==> config.mk <==
export PLATFORM = sky130hd
export DESIGN_NAME = dual_timer
export DESIGN_NICKNAME = d
export VERILOG_FILES = /design/src/hdl/timer_pkg.sv /design/src/hdl/timer_unit.sv /design/src/hdl/dual_timer.sv
export SDC_FILE = /design/constraint.sdc
export NUM_CORES = 1
export LEC_CHECK = 0
export BUFFER_PORTS_ARGS = -buffer_cell sky130_fd_sc_hd__buf_2
export CAP_MARGIN = 20
export CORE_ASPECT_RATIO = 0.8
export CORE_MARGIN = 3
export CORE_UTILIZATION = 47
export CTS_CLUSTER_SIZE = 12
export DETAILED_ROUTE_END_ITERATION = 7
export GPL_ROUTABILITY_DRIVEN = 1
export HOLD_SLACK_MARGIN = 0.06
export PLACE_DENSITY = 0.68
export REMOVE_ABC_BUFFERS = 1
export SYNTH_ARGS = -nofsm -noshare
export SYNTH_HDL_FRONTEND = slang
export SYNTH_SLANG_ARGS = --single-unit
==> constraint.sdc <==
create_clock -name mclk -period 2 [get_ports mclk]
set_input_delay 0 -clock mclk [delete_from_list [all_inputs] [get_ports mclk]]
set_output_delay 0 -clock mclk [all_outputs]
set_load 0.1 [all_outputs]
==> src/hdl/timer_pkg.sv <==
// constants and carrier types for the dual timer/counter block
package timer_pkg;
   localparam logic [7:0] ADDR_TIMER_CONTROL = 8'h88;
   localparam logic [7:0] ADDR_TIMER_MODE    = 8'h89;
   localparam logic [7:0] ADDR_FIRST_LOW     = 8'h8a;
   localparam logic [7:0] ADDR_SECOND_LOW    = 8'h8b;
   localparam logic [7:0] ADDR_FIRST_HIGH    = 8'h8c;
   localparam logic [7:0] ADDR_SECOND_HIGH   = 8'h8d;
   localparam logic [7:0] CONTROL_RESET      = 8'h00;
   localparam logic [7:0] MODE_RESET         = 8'h00;
   localparam logic [7:0] COUNT_RESET        = 8'h00;
   // timer_control bit positions
   localparam int BIT_SECOND_OVF   = 7;
   localparam int BIT_SECOND_RUN   = 6;
   localparam int BIT_FIRST_OVF    = 5;
   localparam int BIT_FIRST_RUN    = 4;
   localparam int BIT_SECOND_IRQ   = 3;
   localparam int BIT_SECOND_TYPE  = 2;
   localparam int BIT_FIRST_IRQ    = 1;
   localparam int BIT_FIRST_TYPE   = 0;
   // timer_mode_control: each timer owns a nibble, second timer in the upper one
   localparam int MODE_NIBBLE      = 4;
   localparam int BIT_GATE         = 3;
   localparam int BIT_COUNTER_SEL  = 2;
   localparam int MODE_FIELD_LSB   = 0;
   // event inputs are looked at once per this many system clocks
   localparam int          SAMPLE_PERIOD = 12;
   localparam logic [3:0]  SAMPLE_LAST   = 4'(SAMPLE_PERIOD - 1);
   localparam logic [4:0]  PRESCALE_MASK = 5'h1f;

   typedef enum logic [1:0] {
      MODE_12BIT,
      MODE_16BIT,
      MODE_8BIT_RELOAD,
      MODE_SPLIT
   } timer_mode_e;

   typedef struct packed {
      logic       wr;
      logic       rd;
      logic [7:0] addr;
      logic [7:0] wdata;
   } sfr_req_s;

   typedef struct packed {
      logic gate;
      logic counter_sel;
      logic [1:0] mode;
   } timer_cfg_s;
endpackage : timer_pkg

==> src/hdl/timer_unit.sv <==
// one 16-bit timer/counter: count path, mode handling and overflow detect
`timescale 1ns/1ns
module timer_unit (
   input  wire logic                  mclk,
   input  wire logic                  reset_n,
   input  wire timer_pkg::timer_cfg_s cfg,
   input  wire logic                  run,
   input  wire logic                  gate_pin,
   input  wire logic                  event_tick,
   input  wire logic                  low_wr,
   input  wire logic                  high_wr,
   input  wire logic [7:0]            wdata,
   output logic      [7:0]            count_low,
   output logic      [7:0]            count_high,
   output logic                       overflow
);
   logic [7:0] next_low;
   logic [7:0] next_high;
   logic       enable;
   logic       step;

   always_comb begin
      enable    = run & (~cfg.gate | gate_pin);          // [RULE15]
      step      = enable & (cfg.counter_sel ? event_tick : 1'b1);  // [RULE2] [RULE18] [RULE5]
      next_low  = count_low;
      next_high = count_high;
      overflow  = 1'b0;
      if (step) begin
         case (timer_pkg::timer_mode_e'(cfg.mode))        // [RULE17] [RULE1]
            timer_pkg::MODE_12BIT: begin
               // low five bits prescale the lower seven of the high byte; the spare top bits only hold
               if ((count_low & 8'(timer_pkg::PRESCALE_MASK)) == 8'(timer_pkg::PRESCALE_MASK)) begin
                  next_low  = count_low & ~8'(timer_pkg::PRESCALE_MASK);
                  next_high = {count_high[7], count_high[6:0] + 7'h01};
                  overflow  = (count_high[6:0] == 7'h7f);  // [RULE19]
               end else begin
                  next_low = count_low + 8'h01;
               end
            end
            timer_pkg::MODE_16BIT: begin
               next_low = count_low + 8'h01;
               if (count_low == 8'hff) begin
                  next_high = count_high + 8'h01;
                  overflow  = (count_high == 8'hff);       // [RULE19]
               end
            end
            timer_pkg::MODE_8BIT_RELOAD: begin
               if (count_low == 8'hff) begin
                  next_low = count_high;
                  overflow = 1'b1;                          // [RULE19]
               end else begin
                  next_low = count_low + 8'h01;
               end
            end
            timer_pkg::MODE_SPLIT: begin
               // simplified: low byte runs alone as 8-bit counter
               next_low = count_low + 8'h01;
               overflow = (count_low == 8'hff);
            end
            default: begin
               next_low = count_low;
            end
         endcase
      end
      // software write beats the count step in the same cycle
      if (low_wr) begin
         next_low = wdata;
      end
      if (high_wr) begin
         next_high = wdata;
      end
   end

   always_ff @(posedge mclk) begin
      if (!reset_n) begin
         count_low  <= timer_pkg::COUNT_RESET;
         count_high <= timer_pkg::COUNT_RESET;
      end else begin
         count_low  <= next_low;
         count_high <= next_high;
      end
   end
endmodule : timer_unit

==> src/hdl/dual_timer.sv <==
// two timer/counters with their control, mode and count registers on the sfr bus
`timescale 1ns/1ns
// Functional notes
// RULE1: two timers, each two 8-bit bytes, counting 8, 12 or 16 bits per mode.
// RULE2: each timer counts clocks or events; four operating modes.
// RULE3: event inputs sampled once every twelve system clocks.
// RULE4: count when two successive samples go from high to low.
// RULE5: increment depends only on the falling transition, not duty cycle.
// RULE6: six registers: control, mode and four count bytes.
// RULE7: control bit 7 second timer overflow, cleared on service entry.
// RULE8: control bit 6 runs the second timer, subject to gating.
// RULE9: control bit 5 first timer overflow, cleared on service entry.
// RULE10: control bit 4 runs the first timer.
// RULE11: control bit 3 second external interrupt pending, cleared on entry; in level mode the flag follows the pin and the acknowledge is ignored.
// RULE12: control bit 2 second external interrupt type: 1 falling edge, 0 low level.
// RULE13: control bit 1 first external interrupt pending, cleared on entry; in level mode the flag follows the pin and the acknowledge is ignored.
// RULE14: control bit 0 first external interrupt type: 1 falling edge, 0 low level.
// RULE15: mode gate bit: with run set, count only while the irq pin is high.
// RULE16: control and mode registers reset to zero.
// RULE17: mode field 0 12-bit, 1 16-bit, 2 8-bit reload, 3 split.
// RULE18: counter-select bit makes a timer count external transitions.
// RULE19: overflow of the active count sets that timer's overflow flag.
// RULE20: per-source acknowledge pulse clears the matching flag; the external flags in level mode ignore it and follow the pin.
// RULE21: a software write to a flag beats a same-cycle hardware change.
module dual_timer (
   input  wire logic                  mclk,
   input  wire logic                  reset_n,
   input  wire timer_pkg::sfr_req_s   sfr_req,
   output logic      [7:0]            sfr_rdata,
   output logic                       sfr_hit,
   input  wire logic                  first_count_input,
   input  wire logic                  second_count_input,
   input  wire logic                  first_ext_irq_pin,
   input  wire logic                  second_ext_irq_pin,
   input  wire logic                  first_timer_ack,
   input  wire logic                  second_timer_ack,
   input  wire logic                  first_ext_irq_ack,
   input  wire logic                  second_ext_irq_ack,
   output logic                       first_timer_irq,
   output logic                       second_timer_irq,
   output logic                       first_ext_irq,
   output logic                       second_ext_irq
);
   function automatic logic addr_is(input logic [7:0] a, input logic [7:0] target);
      addr_is = (a == target);
   endfunction : addr_is

   // pin synchronisers: stage one is read only by stage two
   logic [1:0] count_meta;
   logic [1:0] count_sync;
   logic [1:0] irq_meta;
   logic [1:0] irq_sync;
   logic [1:0] irq_prev;
   logic [1:0] count_sample;
   logic [1:0] count_sample_prev;
   logic [1:0] next_count_sample;
   logic [1:0] next_count_sample_prev;
   logic [3:0] prescale;
   logic [3:0] next_prescale;
   logic       sample_now;
   logic [1:0] event_tick;

   logic [7:0] timer_control;
   logic [7:0] timer_mode_control;
   logic [7:0] next_control;
   logic [7:0] next_mode;
   logic [1:0] overflow;
   logic [1:0] fall;
   logic [7:0] count_low  [2];
   logic [7:0] count_high [2];
   logic [7:0] next_rdata;
   logic       next_hit;

   logic       ctrl_wr;
   logic       mode_wr;
   logic [1:0] low_wr;
   logic [1:0] high_wr;
   logic [1:0] run;
   logic [1:0] type_edge;

   always_ff @(posedge mclk) begin
      if (!reset_n) begin
         count_meta <= 2'h0;
         count_sync <= 2'h0;
         irq_meta   <= 2'h3;
         irq_sync   <= 2'h3;
         irq_prev   <= 2'h3;
      end else begin
         count_meta <= {second_count_input, first_count_input};
         count_sync <= count_meta;
         irq_meta   <= {second_ext_irq_pin, first_ext_irq_pin};
         irq_sync   <= irq_meta;
         irq_prev   <= irq_sync;
      end
   end

   always_comb begin
      sample_now             = (prescale == timer_pkg::SAMPLE_LAST);
      next_prescale          = sample_now ? 4'h0 : prescale + 4'h1;   // [RULE3]
      next_count_sample      = sample_now ? count_sync : count_sample;
      next_count_sample_prev = sample_now ? count_sample : count_sample_prev;
      // one tick per high-to-low pair of samples, regardless of pulse width
      event_tick             = count_sample_prev & ~count_sample & {2{sample_now}};  // [RULE4] [RULE5]
   end

   always_ff @(posedge mclk) begin
      if (!reset_n) begin
         prescale          <= 4'h0;
         count_sample      <= 2'h0;
         count_sample_prev <= 2'h0;
      end else begin
         prescale          <= next_prescale;
         count_sample      <= next_count_sample;
         count_sample_prev <= next_count_sample_prev;
      end
   end

   always_comb begin
      ctrl_wr    = sfr_req.wr & addr_is(sfr_req.addr, timer_pkg::ADDR_TIMER_CONTROL);
      mode_wr    = sfr_req.wr & addr_is(sfr_req.addr, timer_pkg::ADDR_TIMER_MODE);
      low_wr[0]  = sfr_req.wr & addr_is(sfr_req.addr, timer_pkg::ADDR_FIRST_LOW);   // [RULE6]
      low_wr[1]  = sfr_req.wr & addr_is(sfr_req.addr, timer_pkg::ADDR_SECOND_LOW);
      high_wr[0] = sfr_req.wr & addr_is(sfr_req.addr, timer_pkg::ADDR_FIRST_HIGH);
      high_wr[1] = sfr_req.wr & addr_is(sfr_req.addr, timer_pkg::ADDR_SECOND_HIGH);
      run[0]     = timer_control[timer_pkg::BIT_FIRST_RUN];                   // [RULE10]
      run[1]     = timer_control[timer_pkg::BIT_SECOND_RUN];                  // [RULE8]
      type_edge[0] = timer_control[timer_pkg::BIT_FIRST_TYPE];
      type_edge[1] = timer_control[timer_pkg::BIT_SECOND_TYPE];
      fall       = irq_prev & ~irq_sync;
   end

   genvar g;
   generate
      for (g = 0; g < 2; g++) begin : g_unit
         timer_unit u_timer (
            .mclk       (mclk),
            .reset_n    (reset_n),
            .cfg        (timer_pkg::timer_cfg_s'(timer_mode_control[g*timer_pkg::MODE_NIBBLE +: 4])),
            .run        (run[g]),
            .gate_pin   (irq_sync[g]),
            .event_tick (event_tick[g]),
            .low_wr     (low_wr[g]),
            .high_wr    (high_wr[g]),
            .wdata      (sfr_req.wdata),
            .count_low  (count_low[g]),
            .count_high (count_high[g]),
            .overflow   (overflow[g])
         );
      end
   endgenerate

   always_comb begin
      next_control = timer_control;
      next_mode    = mode_wr ? sfr_req.wdata : timer_mode_control;
      // hardware sets win over acknowledges; software writes win over both
      if (first_timer_ack)  next_control[timer_pkg::BIT_FIRST_OVF]  = 1'b0;   // [RULE9] [RULE20]
      if (second_timer_ack) next_control[timer_pkg::BIT_SECOND_OVF] = 1'b0;   // [RULE7] [RULE20]
      if (overflow[0])      next_control[timer_pkg::BIT_FIRST_OVF]  = 1'b1;   // [RULE19]
      if (overflow[1])      next_control[timer_pkg::BIT_SECOND_OVF] = 1'b1;   // [RULE19]
      // edge mode latches a falling edge; level mode follows the pin low
      if (type_edge[0]) begin                                                 // [RULE14] [RULE13]
         if (first_ext_irq_ack) next_control[timer_pkg::BIT_FIRST_IRQ] = 1'b0;  // [RULE20]
         if (fall[0])           next_control[timer_pkg::BIT_FIRST_IRQ] = 1'b1;
      end else begin
         next_control[timer_pkg::BIT_FIRST_IRQ] = ~irq_sync[0];
      end
      if (type_edge[1]) begin                                                 // [RULE12] [RULE11]
         if (second_ext_irq_ack) next_control[timer_pkg::BIT_SECOND_IRQ] = 1'b0;  // [RULE20]
         if (fall[1])            next_control[timer_pkg::BIT_SECOND_IRQ] = 1'b1;
      end else begin
         next_control[timer_pkg::BIT_SECOND_IRQ] = ~irq_sync[1];
      end
      if (ctrl_wr) begin
         next_control = sfr_req.wdata;                                        // [RULE21]
      end
   end

   always_ff @(posedge mclk) begin
      if (!reset_n) begin
         timer_control      <= timer_pkg::CONTROL_RESET;                      // [RULE16]
         timer_mode_control <= timer_pkg::MODE_RESET;                         // [RULE16]
      end else begin
         timer_control      <= next_control;
         timer_mode_control <= next_mode;
      end
   end

   always_comb begin
      next_hit   = sfr_req.rd;
      next_rdata = 8'h00;
      case (sfr_req.addr)
         timer_pkg::ADDR_TIMER_CONTROL: next_rdata = timer_control;
         timer_pkg::ADDR_TIMER_MODE:    next_rdata = timer_mode_control;
         timer_pkg::ADDR_FIRST_LOW:     next_rdata = count_low[0];
         timer_pkg::ADDR_SECOND_LOW:    next_rdata = count_low[1];
         timer_pkg::ADDR_FIRST_HIGH:    next_rdata = count_high[0];
         timer_pkg::ADDR_SECOND_HIGH:   next_rdata = count_high[1];
         default: begin
            next_hit   = 1'b0;
            next_rdata = 8'h00;
         end
      endcase
      if (!sfr_req.rd) begin
         next_rdata = 8'h00;
      end
   end

   always_ff @(posedge mclk) begin
      if (!reset_n) begin
         sfr_rdata        <= 8'h00;
         sfr_hit          <= 1'b0;
         first_timer_irq  <= 1'b0;
         second_timer_irq <= 1'b0;
         first_ext_irq    <= 1'b0;
         second_ext_irq   <= 1'b0;
      end else begin
         sfr_rdata        <= next_rdata;
         sfr_hit          <= next_hit;
         first_timer_irq  <= next_control[timer_pkg::BIT_FIRST_OVF];
         second_timer_irq <= next_control[timer_pkg::BIT_SECOND_OVF];
         first_ext_irq    <= next_control[timer_pkg::BIT_FIRST_IRQ];
         second_ext_irq   <= next_control[timer_pkg::BIT_SECOND_IRQ];
      end
   end
endmodule : dual_timer

Word level (Yosys, flattened, before mapping)
Cells that the tools add are included.
Widths: inputs -> output; s select.
{"block": "op_classes", "n_reduce_logical": 24, "bitwise_logic": 22, "n_eq_ne": 29, "add_sub_neg": 7, "muxes": 44}
{"operator": "$mux 8", "count": 15}
{"operator": "$eq 8x8->1 const B", "count": 10}
{"operator": "$pmux 8 s3", "count": 2}
{"operator": "$pmux 8 s6", "count": 1}
{"operator": "$add 8x1->8 const B", "count": 4}
{"operator": "$pmux 8 s2", "count": 2}
{"operator": "$mux 1", "count": 20}
{"operator": "$reduce_and 4->1", "count": 4}
{"operator": "$reduce_bool 2->1", "count": 8}
{"operator": "$add 7x1->7 const B", "count": 2}
{"operator": "$eq 7x7->1 const B", "count": 2}
{"operator": "$mux 7", "count": 2}
{"operator": "$ne 3x1->1 const B", "count": 4}
{"operator": "$and 1x1->1", "count": 10}
{"operator": "$eq 5x5->1 const B", "count": 2}
{"operator": "$eq 2x2->1 const B", "count": 4}
{"operator": "$pmux 1 s4", "count": 2}
{"operator": "$reduce_and 2->1", "count": 4}
{"operator": "$and 2x2->2", "count": 3}
{"operator": "$ne 3x2->1 const B", "count": 2}
{"operator": "$reduce_bool 3->1", "count": 2}
{"operator": "$reduce_or 2->1", "count": 3}
{"operator": "$reduce_or 6->1", "count": 1}
{"operator": "$not 1->1", "count": 5}
{"operator": "7 further kinds", "count": 12}
{"block": "totals", "reg_bits": 79, "in_bits": 28}

Logic depth before layout (Yosys ltp)
Gate-level depths: netlist (run 1).
{"block": "logic_depth", "word_depth": 8, "ltp_mapped": 10}

Modules after synthesis
A second synthesis (run 1) with hierarchy kept.
{"block": "hier_totals", "hier_cells": 507, "hier_area_um2": 4415.5}
{"mod": "timer_unit", "area_each_um2": 1214.9, "n_inst": 2, "seq_area_each_um2": 320.3, "cells_each": 150}
{"mod": "dual_timer", "area_each_um2": 1985.7, "n_inst": 1, "seq_area_each_um2": 860.8, "cells_each": 207}

Least setup slack after synthesis (run 1)
OpenSTA, ideal clock, no wires.
{"block": "synth_path", "kind": "reg-to-reg", "start": "reg g_unit[0].u_timer.count_low[0]", "end": "reg g_unit[0].u_timer.count_high[6]", "t_arrival_ps": 2131, "path_stages_with_launch": 10, "slack_ps": -206, "path_buffers": 0, "path_cell_list": "dfxtp_1 ha_1 nand3_1 inv_1 ha_1 inv_1 o22ai_1 nand4_1 or4_1 a31oi_1"}
{"block": "synth_via", "elab_chain_cells": 3}
{"element": "start: declaration", "line_no": "timer_unit.sv:13", "text": "output logic [7:0] count_low,"}
{"element": "start signal: assignment", "line_no": "timer_unit.sv:76", "text": "count_low <= timer_pkg::COUNT_RESET;"}
{"element": "start signal: assignment", "line_no": "timer_unit.sv:79", "text": "count_low <= next_low;"}
{"element": "$eq 8x8->1 / $eq 5x5->1 (equally long branches)", "line_no": "timer_unit.sv:42, timer_unit.sv:32"}
{"element": "$ne 3x1->1 (no source line)"}
{"element": "$reduce_and 4->1 (no source line) *"}
{"element": "end signal: assignment", "line_no": "timer_unit.sv:77", "text": "count_high <= timer_pkg::COUNT_RESET;"}
{"element": "end signal: assignment", "line_no": "timer_unit.sv:80", "text": "count_high <= next_high;"}
{"element": "end: declaration", "line_no": "timer_unit.sv:14", "text": "output logic [7:0] count_high,"}
Every way passes the cells marked *; elsewhere a longest branch is shown, timed or not.
A chain may end at the register's enable or synchronous reset.

Final worst setup path (run 1)
{"block": "layout_path", "start": "reg prescale[0]", "end": "reg g_unit[1].u_timer.count_low[6]"}
{"block": "layout_via", "elab_chain_cells": 6}
{"element": "start: declaration", "line_no": "dual_timer.sv:58", "text": "logic [3:0] prescale;"}
{"element": "start signal: assignment", "line_no": "dual_timer.sv:112", "text": "prescale <= next_prescale;"}
{"element": "$eq 4x4->1", "line_no": "dual_timer.sv:98", "text": "sample_now = (prescale == timer_pkg::SAMPLE_LAST);"}
{"element": "$and 2x2->2", "line_no": "dual_timer.sv:103", "text": "event_tick = count_sample_prev & ~count_sample & {2{sample_now}};"}
{"element": "$mux 1", "line_no": "timer_unit.sv:24", "text": "step = enable & (cfg.counter_sel ? event_tick : 1'b1);"}
{"element": "$and 1x1->1", "line_no": "timer_unit.sv:24"}
{"element": "$reduce_bool 2->1 (no source line)"}
{"element": "$reduce_and 2->1 (no source line)"}
{"element": "end signal: assignment", "line_no": "timer_unit.sv:76"}
{"element": "end signal: assignment", "line_no": "timer_unit.sv:79"}
{"element": "end: declaration", "line_no": "timer_unit.sv:13"}
No other way between the ends.

==> impl_table.tex, run 1 <==
\begin{tabular}{lr}
\hline
Metric & Value \\
\hline
\multicolumn{2}{l}{\textbf{Routing}} \\
1st-iter DRT viols & 394 \\
Vias per cell & 6.216 \\
Router iterations before antenna repair & 8 \\
Remaining antenna violation count after routing & 0 \\
Residual DRC count & 0 \\
Total number of vias & between 4000 and 5000 \\
Routed WL & 13.97 mm \\
Wire length per cell after detailed routing & about 19 um \\
\multicolumn{2}{l}{\textbf{Critical path}} \\
Depth of the most critical reg-to-reg path & 7 \\
Category of the worst setup path capture point & flip-flop \\
Largest driver fanout on the critical path & 6 \\
Worst-path cell with the longest stage delay & a2111oi\_0 \\
Register-to-Register Setup Slack & 0.03 ns \\
WP data required & 2.21 ns \\
Critical path startpoint category & flip-flop \\
Crit Reg-Reg Startpoint & prescale[0] \\
Largest incremental delay on the critical path & 0.41 ns \\
Category of the most critical setup path & flip-flop to flip-flop \\
RR Endpoint & g\_unit[1].u\_timer.count\_low[6] \\
Data arrival at the endpoint of the critical path & 2.18 ns \\
Cell chain of the critical path & ha\_1, nand3b\_1, nand2\_2, buf\_4, and2\_1, a311oi\_1, a2111oi\_0 \\
\multicolumn{2}{l}{\textbf{Logic synthesis}} \\
Post-synthesis cell area & 4234 um\^{}2 \\
Distinct cell type count after synthesis & 66 \\
Avg Inst Size Synth & 8.221 um\^{}2 \\
Synthesized netlist cell count & 515 \\
Proportion of synthesized flip-flops having asynchronous set or reset & 0 \\
Post-synthesis cell type with the largest combined area & dfxtp\_1 \\
Synth warnings & 0 \\
Top-area cell type share of the netlist area & 0.3546 \\
Sequential element share of the synthesized area & 0.3546 \\
Top\_reg\_cell synth & dfxtp\_1 \\
Number of register bits inferred by synthesis & 75 \\
Synth area leaders & dfxtp\_1, mux2i\_1, o21ai\_0, nand2\_1, nor2\_1 \\
Count of flip-flops with a built-in enable after synthesis & 0 \\
\multicolumn{2}{l}{\textbf{Min path}} \\
Number of cells on the worst hold path & 4 \\
Min-Delay Path Class & primary input to flip-flop \\
Worst Hold Path EP & timer\_control[5] \\
Launch instance of the worst min-delay path & first\_timer\_ack \\
\multicolumn{2}{l}{\textbf{Layout}} \\
Final net count & roughly 650 \\
Post-layout util & 0.6332 \\
Area added between synthesis and finish & 29.11\% \\
Share of final-layout standard cells stronger than drive strength 1 & 0.2476 \\
Final non-filler cell area & between 5000 and 6000 um\^{}2 \\
Number of antenna repair diodes & 0 \\
\multicolumn{2}{l}{\textbf{Die}} \\
Top Ports & 41 \\
Initial cell density of the core & 0.4904 \\
Die footprint & 10190 um\^{}2 \\
Number of standard-cell rows in the floorplan & 30 \\
Die Width & 112.1 um \\
Die height & $\sim$91 um \\
Core ar. & 8633 um\^{}2 \\
\multicolumn{2}{l}{\textbf{Outcome}} \\
Run status & finished clean \\
\multicolumn{2}{l}{\textbf{Power and ir drop}} \\
Overall power of the completed layout & 3.399 mW \\
Total power density per cell area & 621.8 nW/um\^{}2 \\
Lkg Pwr & between 2 and 2.5 nW \\
Maximum ir drop on the vdd rail & 0.7431 mV \\
\multicolumn{2}{l}{\textbf{Clock tree}} \\
Root buf cell & clkbuf\_16 \\
Worst-case clock buffer depth & 2 \\
Number of clock sinks & 75 \\
Insertion delay to the later sink of the worst-skew pair & around 0.35 ns \\
TritonCTS clock tree & yes \\
Clock Pin Slew Worst Setup and Hold Paths & 0.06 ns \\
TritonCTS buffer count & 9 \\
\# H-tree levels & 3 \\
\multicolumn{2}{l}{\textbf{STA}} \\
Final Cycle Share & 0.9846 \\
Worst Tran Pin Value & 0.4811 ns \\
Unrepaired setup endpoints after global routing & true \\
Worst hold margin & 0.07915 ns \\
Fin crit period & $\sim$2.0 ns \\
Post-route worst setup slack & a little over 0.03 ns \\
Tightest slew margin relative to the limit & 0.6768 \\
Final number of setup-violating endpoints & 0 \\
Final count of pins violating max slew & 0 \\
FMAX & 507.8 MHz \\
Total count of hold-check failures in the final report & 0 \\
Setup clock skew after layout & 0.008955 ns \\
\multicolumn{2}{l}{\textbf{GRT}} \\
Maximum number of pins on one net before global-route repair & 29 \\
Number of global-route vias before repair & 4210 \\
Antenna violations before repair & 0 \\
Global-route wire length before repair & 21.80 mm \\
Grt ovf & 0 \\
All-Layer GR Usage & 0.2700 \\
\multicolumn{2}{l}{\textbf{Flow run}} \\
Max-capacitance violation count & 0 \\
\multicolumn{2}{l}{\textbf{Placement}} \\
Final HPWL DP & 9.789 mm \\
Post-placement cell area & 4832 um\^{}2 \\
Worst setup slack after placement & -0.1362 ns \\
Placer Congestion & 0.9464 \\
IO buf count & 40 \\
\hline
\end{tabular}
==> cell usage in the layout (no fill, tap or decap), types with 8 or more instances in the layout <==
cell type / Yosys / layout
a31oi_1: 12 / 12
buf_2: 4 / 40
a21oi_1: 22 / 22
inv_1: 23 / 20
a22oi_1: 8 / 8
buf_4: 0 / 60
nand4_1: 17 / 17
nor2_1: 41 / 41
nand2_1: 49 / 47
o32ai_1: 10 / 10
nor3_1: 9 / 9
mux2i_1: 23 / 23
and2_1: 8 / 9
o21ai_0: 38 / 38
dfxtp_1: 75 / 71
dlygate4sd3_1: 0 / 16
or3_1: 11 / 10
nand3_1: 26 / 23
clkbuf_16: 0 / 9
==> synthesized netlist by cell type (3+ instances only) <==
library cell,number
and4_1,3
o32ai_1,10
nand2b_1,6
a22o_1,6
o22ai_1,4
buf_6,5
a22oi_1,8
a21oi_1,22
clkbuf_1,21
nand3b_1,4
ha_1,7
o221ai_1,4
dfxtp_1,75
nor3_1,9
inv_1,23
nand2_1,49
nand3_1,26
nor2_1,41
nand4_1,17
a31oi_1,12
and3_1,4
a221oi_1,3
xor2_1,5
xnor2_1,6
mux2i_1,23
or3_1,11
o31ai_1,4
buf_2,4
o21ai_0,38
and2_1,8
o211a_1,3
nor2b_1,5
mux2_2,3
a211oi_1,8
==> final cells by class <==
| cell class | instances | area (um^2) |
|---|---|---|
| sequential | 75 | 1506 |
| fill | 758 | 3167 |
| tap | 112 | 140.1 |
| inverter | 24 | 92.59 |
| clock inverter | 5 | 61.31 |
| clock buffer | 11 | 242.7 |
| timing repair buffer | 117 | 822.0 |
| multi-input combinational | 386 | 2601 |
==> cell families after synthesis <==
logic type	count (synthesis)	share of synthesized area
flops	75	0.3546
buf+inv	54	0.05792
xor+xnor	11	0.02275
mux	26	0.06235
compound gates	140	0.2296
simple gates	202	0.2521
fa+ha+maj	7	0.02068
==> how the worst max path moves through the flow <==
stage                                   start                         endpoint  slack (ns)  depth (start not counted)
5_1_grt        g_unit[1].u_timer.count_low[0]  g_unit[1].u_timer.count_high[6]       -0.06                          9
2_1_floorplan  g_unit[1].u_timer.count_low[0]  g_unit[1].u_timer.count_high[4]       -0.26                          8
6_report                          prescale[0]   g_unit[1].u_timer.count_low[6]        0.03                          7
3_3_place_gp   g_unit[1].u_timer.count_low[0]  g_unit[1].u_timer.count_high[3]      -0.008                          9
4_1_cts        g_unit[0].u_timer.count_low[1]   g_unit[0].u_timer.count_low[3]        0.01                         11
3_5_place_dp   g_unit[1].u_timer.count_low[0]  g_unit[1].u_timer.count_high[3]       -0.14                          9
==> critical path: cells and delay by family (launching register included) <==
family                     cells  cell delay [ns]
AOI/OAI and AO/OA              2             0.54
buffers and inverters          1             0.15
and+or+nand+nor                3             0.58
adders and majority gates      1             0.22
DFF                            1             0.34
==> state kept, by name, summed over array words and instances (netlist names) <==
signal and count:
count_meta 2, count_sample 2, count_sample_prev 2, count_sync 2
g_unit.u_timer.count_high 16, g_unit.u_timer.count_low 16, irq_meta 2, irq_prev 2
irq_sync 2, prescale 4, sfr_hit 1, sfr_rdata 8
timer_control 8, timer_mode_control 8
==> through the flow <==
stage / instances / TNS (ns)
2_1_floorplan: 485 / -1.748
3_3_place_gp: 692 / -0.008034
3_5_place_dp: 692 / -0.4478
4_1_cts: 726 / 0
5_1_grt: 730 / -0.1158
6_report: 730 / 0
==> what timing repair did <==
item,in CTS,in global routing
pin swaps,7,11
endpoints found under the hold margin,38,0
resized for setup,15,16
buffers inserted,2,5
hold buffers,16,0
setup endpoints to repair,14,20
==> power breakdown <==
part           switching (mW)  internal (mW)  total, mW
clock                   0.659           1.01       1.67
sequential             0.0101           1.51       1.52
combinational           0.129         0.0840      0.213
total                   0.798           2.60       3.40
==> routing by layer <==
layer | share of wire | routed length [um] | global-route usage | vias to the layer above
li1 | - | - | - | 2107
met1 | 0.42 | 5922 | 0.3759 | 2116
met2 | 0.43 | 6018 | 0.4018 | 272
met3 | 0.12 | 1614 | 0.07301 | 43
met4 | 0.029 | 411 | 0.09409 | 0
met5 | 0 | 0 | 0 | -
Power figures use the tool's default switching activity.
==> run 2, diff against run 1 <==
--- a/config.mk
+++ b/config.mk
@@ -5,12 +5,12 @@
 export SDC_FILE = /design/constraint.sdc
 export NUM_CORES = 1
 export LEC_CHECK = 0
+export ABC_AREA = 1
 export BUFFER_PORTS_ARGS = -buffer_cell sky130_fd_sc_hd__buf_2
 export CAP_MARGIN = 20
 export CORE_ASPECT_RATIO = 0.8
 export CORE_MARGIN = 3
 export CORE_UTILIZATION = 47
-export CTS_CLUSTER_SIZE = 12
 export DETAILED_ROUTE_END_ITERATION = 7
 export GPL_ROUTABILITY_DRIVEN = 1
 export HOLD_SLACK_MARGIN = 0.06
==> constraint.sdc (replaced) <==
create_clock -name mclk -period 1.7 [get_ports mclk]
set_input_delay 0 -clock mclk [delete_from_list [all_inputs] [get_ports mclk]]
set_output_delay 0 -clock mclk [all_outputs]
set_load 0.1 [all_outputs]
==> impl_table.tex, run 2 <==
\begin{tabular}{lr}
\hline
Metric & Value \\
\hline
\multicolumn{2}{l}{\textbf{STA}} \\
Final Cycle Share & 0.9607 (-0.02391) \\
Final number of setup-violating endpoints & 0 (unchanged) \\
Unrepaired setup endpoints after global routing & true \\
Total count of hold-check failures in the final report & 0 (unchanged) \\
Setup clock skew after layout & 0.006894 ns (-0.002061 ns) \\
Worst Tran Pin Value & 0.7086 ns (+0.2275 ns) \\
FMAX & 612.3 MHz (+21\%) \\
Worst hold margin & 0.1335 ns (+0.05438 ns) \\
Total negative slack & 0 ns (unchanged) \\
Final count of pins violating max slew & 0 (unchanged) \\
Tightest slew margin relative to the limit & 0.5247 (-0.1521) \\
Fin crit period & 1.633 ns (-0.3360 ns) \\
\multicolumn{2}{l}{\textbf{Routing}} \\
Vias per cell & 5.604 (-9.9\%) \\
1st-iter DRT viols & 570 (+45\%) \\
Routed WL & 14.27 mm (+2.2\%) \\
Remaining antenna violation count after routing & 0 (unchanged) \\
Residual DRC count & 0 (unchanged) \\
Wire length per cell after detailed routing & 16.16 um (-16\%) \\
Router iterations before antenna repair & 5 (-3) \\
Total number of vias & 4948 (+9.0\%) \\
\multicolumn{2}{l}{\textbf{Layout}} \\
Share of final-layout standard cells stronger than drive strength 1 & 0.2244 (-0.02319) \\
Final non-filler cell area & 5604 um\^{}2 (+2.5\%) \\
Area added between synthesis and finish & 26.92\% \\
Highest-count cells in the layout ignoring fill and taps & nand2\_1, inv\_1, nor2\_1 \\
Number of antenna repair diodes & 0 (unchanged) \\
Final net count & 801 (+24\%) \\
Most common library cell in the layout ignoring fill and taps & nand2\_1 \\
Largest registers & g\_unit.u\_timer.count\_high (16), g\_unit.u\_timer.count\_low (16) \\
\multicolumn{2}{l}{\textbf{Die}} \\
Die Width & 114.4 um (+2.0\%) \\
Initial cell density of the core & 0.5006 (+0.01013) \\
Die footprint & 10600 um\^{}2 (+4.0\%) \\
Number of standard-cell rows in the floorplan & 30 (unchanged) \\
Top Ports & 41 (unchanged) \\
Core ar. & 8821 um\^{}2 (+2.2\%) \\
Die height & 92.70 um (+2.0\%) \\
\multicolumn{2}{l}{\textbf{Placement}} \\
Final HPWL DP & 10.68 mm (+9.1\%) \\
IO buf count & 40 (unchanged) \\
Post-placement cell area & 4908 um\^{}2 (+1.6\%) \\
Placer Congestion & 0.9447 (-0.18\%) \\
\multicolumn{2}{l}{\textbf{GRT}} \\
Grt ovf & 0 (unchanged) \\
Number of global-route vias before repair & 4458 (+5.9\%) \\
Global-route wire length before repair & 22.40 mm (+2.8\%) \\
Maximum number of pins on one net before global-route repair & 37 (+28\%) \\
Antenna violations before repair & 0 (unchanged) \\
All-Layer GR Usage & 0.2712 (+0.001195) \\
\multicolumn{2}{l}{\textbf{Outcome}} \\
Run status & finished clean \\
\multicolumn{2}{l}{\textbf{Logic synthesis}} \\
Number of register bits inferred by synthesis & 75 (unchanged) \\
Synthesized netlist cell count & 675 (+31\%) \\
Leading cell type by number of instances after synthesis & nand2\_1 \\
Count of flip-flops with a built-in enable after synthesis & 0 (unchanged) \\
Post-synthesis cell type with the largest combined area & dfxtp\_1 \\
Post-synthesis cell area & 4415 um\^{}2 (+4.3\%) \\
Avg Inst Size Synth & 6.541 um\^{}2 (-20\%) \\
Top\_reg\_cell synth & dfxtp\_1 \\
Synth warnings & 0 (unchanged) \\
Distinct cell type count after synthesis & 34 (-48\%) \\
Synth area leaders & dfxtp\_1, nand2\_1, inv\_1, nand3\_1, nor2\_1 \\
Sequential element share of the synthesized area & 0.3400 (-0.01457) \\
Most frequent cells after synthesis & nand2\_1, inv\_1, dfxtp\_1, nor2\_1, nand3\_1 \\
Proportion of synthesized flip-flops having asynchronous set or reset & 0 (unchanged) \\
Top-area cell type share of the netlist area & 0.3400 (-0.01457) \\
\multicolumn{2}{l}{\textbf{Critical path}} \\
Category of the most critical setup path & flip-flop to flip-flop \\
Bufs and invs on worst path & 2 (+1) \\
Cell chain of the critical path & ha\_4, nand2\_2, nor2\_4, ha\_2, inv\_2, a21oi\_4, nand3\_4, buf\_4, o21ai\_1, a21oi\_1 \\
Worst-path cell with the longest stage delay & dfxtp\_2 \\
WP data required & 1.93 ns (-0.28 ns) \\
Data arrival at the endpoint of the critical path & 1.86 ns (-0.32 ns) \\
Largest incremental delay on the critical path & 0.36 ns (-0.05 ns) \\
Register-to-Register Setup Slack & 0.07 ns (+0.04 ns) \\
CP startpoint & g\_unit[1].u\_timer.count\_low[1] \\
Largest driver fanout on the critical path & 6 (unchanged) \\
Crit Reg-Reg Startpoint & g\_unit[1].u\_timer.count\_low[1] \\
Critical path startpoint category & flip-flop \\
Category of the worst setup path capture point & flip-flop \\
Crit-path leading delay family & flip-flops \\
\multicolumn{2}{l}{\textbf{Clock tree}} \\
Root buf cell & clkbuf\_16 \\
TritonCTS clock tree & yes \\
Insertion delay to the later sink of the worst-skew pair & 0.34 ns (about the same) \\
\# H-tree levels & 3 (unchanged) \\
TritonCTS buffer count & 9 (unchanged) \\
Clock Pin Slew Worst Setup and Hold Paths & 0.06 ns (about the same) \\
Number of clock sinks & 75 (unchanged) \\
Worst-case clock buffer depth & 2 (unchanged) \\
\multicolumn{2}{l}{\textbf{Power and ir drop}} \\
Maximum ir drop on the vdd rail & 0.7047 mV (-5.2\%) \\
Total power density per cell area & 703.9 nW/um\^{}2 (+13\%) \\
Lkg Pwr & 2.387 nW (+12\%) \\
\multicolumn{2}{l}{\textbf{Min path}} \\
Launch instance of the worst min-delay path & sfr\_req[16] \\
Min-Delay Path Class & primary input to flip-flop \\
\multicolumn{2}{l}{\textbf{Flow run}} \\
Max-capacitance violation count & 0 (unchanged) \\
\hline
\end{tabular}
-- run 2: per-stage QoR --
stage,power (mW),setup slack (ns),cells,util
2_1_floorplan,1.924,0.02020,660,-
3_3_place_gp,2.028,-0.02992,844,0.5565
3_5_place_dp,2.033,-0.04397,844,0.5565
4_1_cts,3.952,-0.003716,878,0.6116
5_1_grt,4.063,-0.02085,883,0.6353
6_report,3.945,0.06682,883,0.6353
-- run 2: path summary, 6_finish.rpt --
kind | cells past startpoint | endpoint
max | 10 | g_unit[1].u_timer.count_high[5]
min | 3 | sfr_rdata[0]
max reg2reg | 10 | g_unit[1].u_timer.count_high[5]
min reg2reg | 2 | count_sync[1]
-- run 2: worst min-delay path, cell delays in order --
cell	delay (ns)
buf_2	0.08
nand2_1	0.20
nor2_1	0.16
-- run 2: cell type report --
class,count,area [um^2]
Clock buffer,10,229.0
Clock inverter,6,63.81
Fill cell,788,3217
Inverter,100,377.9
Multi-Input combinational cell,485,2624
Sequential cell,75,1511
Tap cell,112,140.1
Timing Repair Buffer,95,658.1
-- run 2: cell families (layout without fill, tap and decap cells) --
kind of cell	Yosys count	count (layout)	synth area share
fa+ha+maj	7	7	0.01983
flops	75	75	0.3400
xor+xnor	12	12	0.02380
simple gates	328	328	0.3423
buf+inv	115	211	0.1048
compound gates	138	138	0.1692
-- run 2: what timing repair did --
action | in CTS | in global routing
setup endpoints to repair | 11 | 32
hold endpoints to repair | 20 | 0
resized for setup | 4 | 51
hold buffers | 18 | 0
setup buffers | 0 | 5
pin swaps | 0 | 17
-- run 2: metal layers --
| layer | GRT usage | routed length, um | vias to the layer above | part of all wire |
|---|---|---|---|---|
| met2 | 0.4084 | 6316 | 256 | 0.44 |
| met5 | 0 | 0 | - | 0 |
| met4 | 0.09594 | 357 | 0 | 0.025 |
| met1 | 0.3722 | 6042 | 2261 | 0.42 |
| met3 | 0.07250 | 1556 | 29 | 0.11 |
| li1 | - | - | 2402 | - |
-- run 2: where the power goes --
group	leakage, nW	switching (mW)	internal, mW
combinational	1.64	0.157	0.0934
sequential	0.610	0.0125	1.78
clock	0.139	0.767	1.14
total	2.39	0.937	3.01
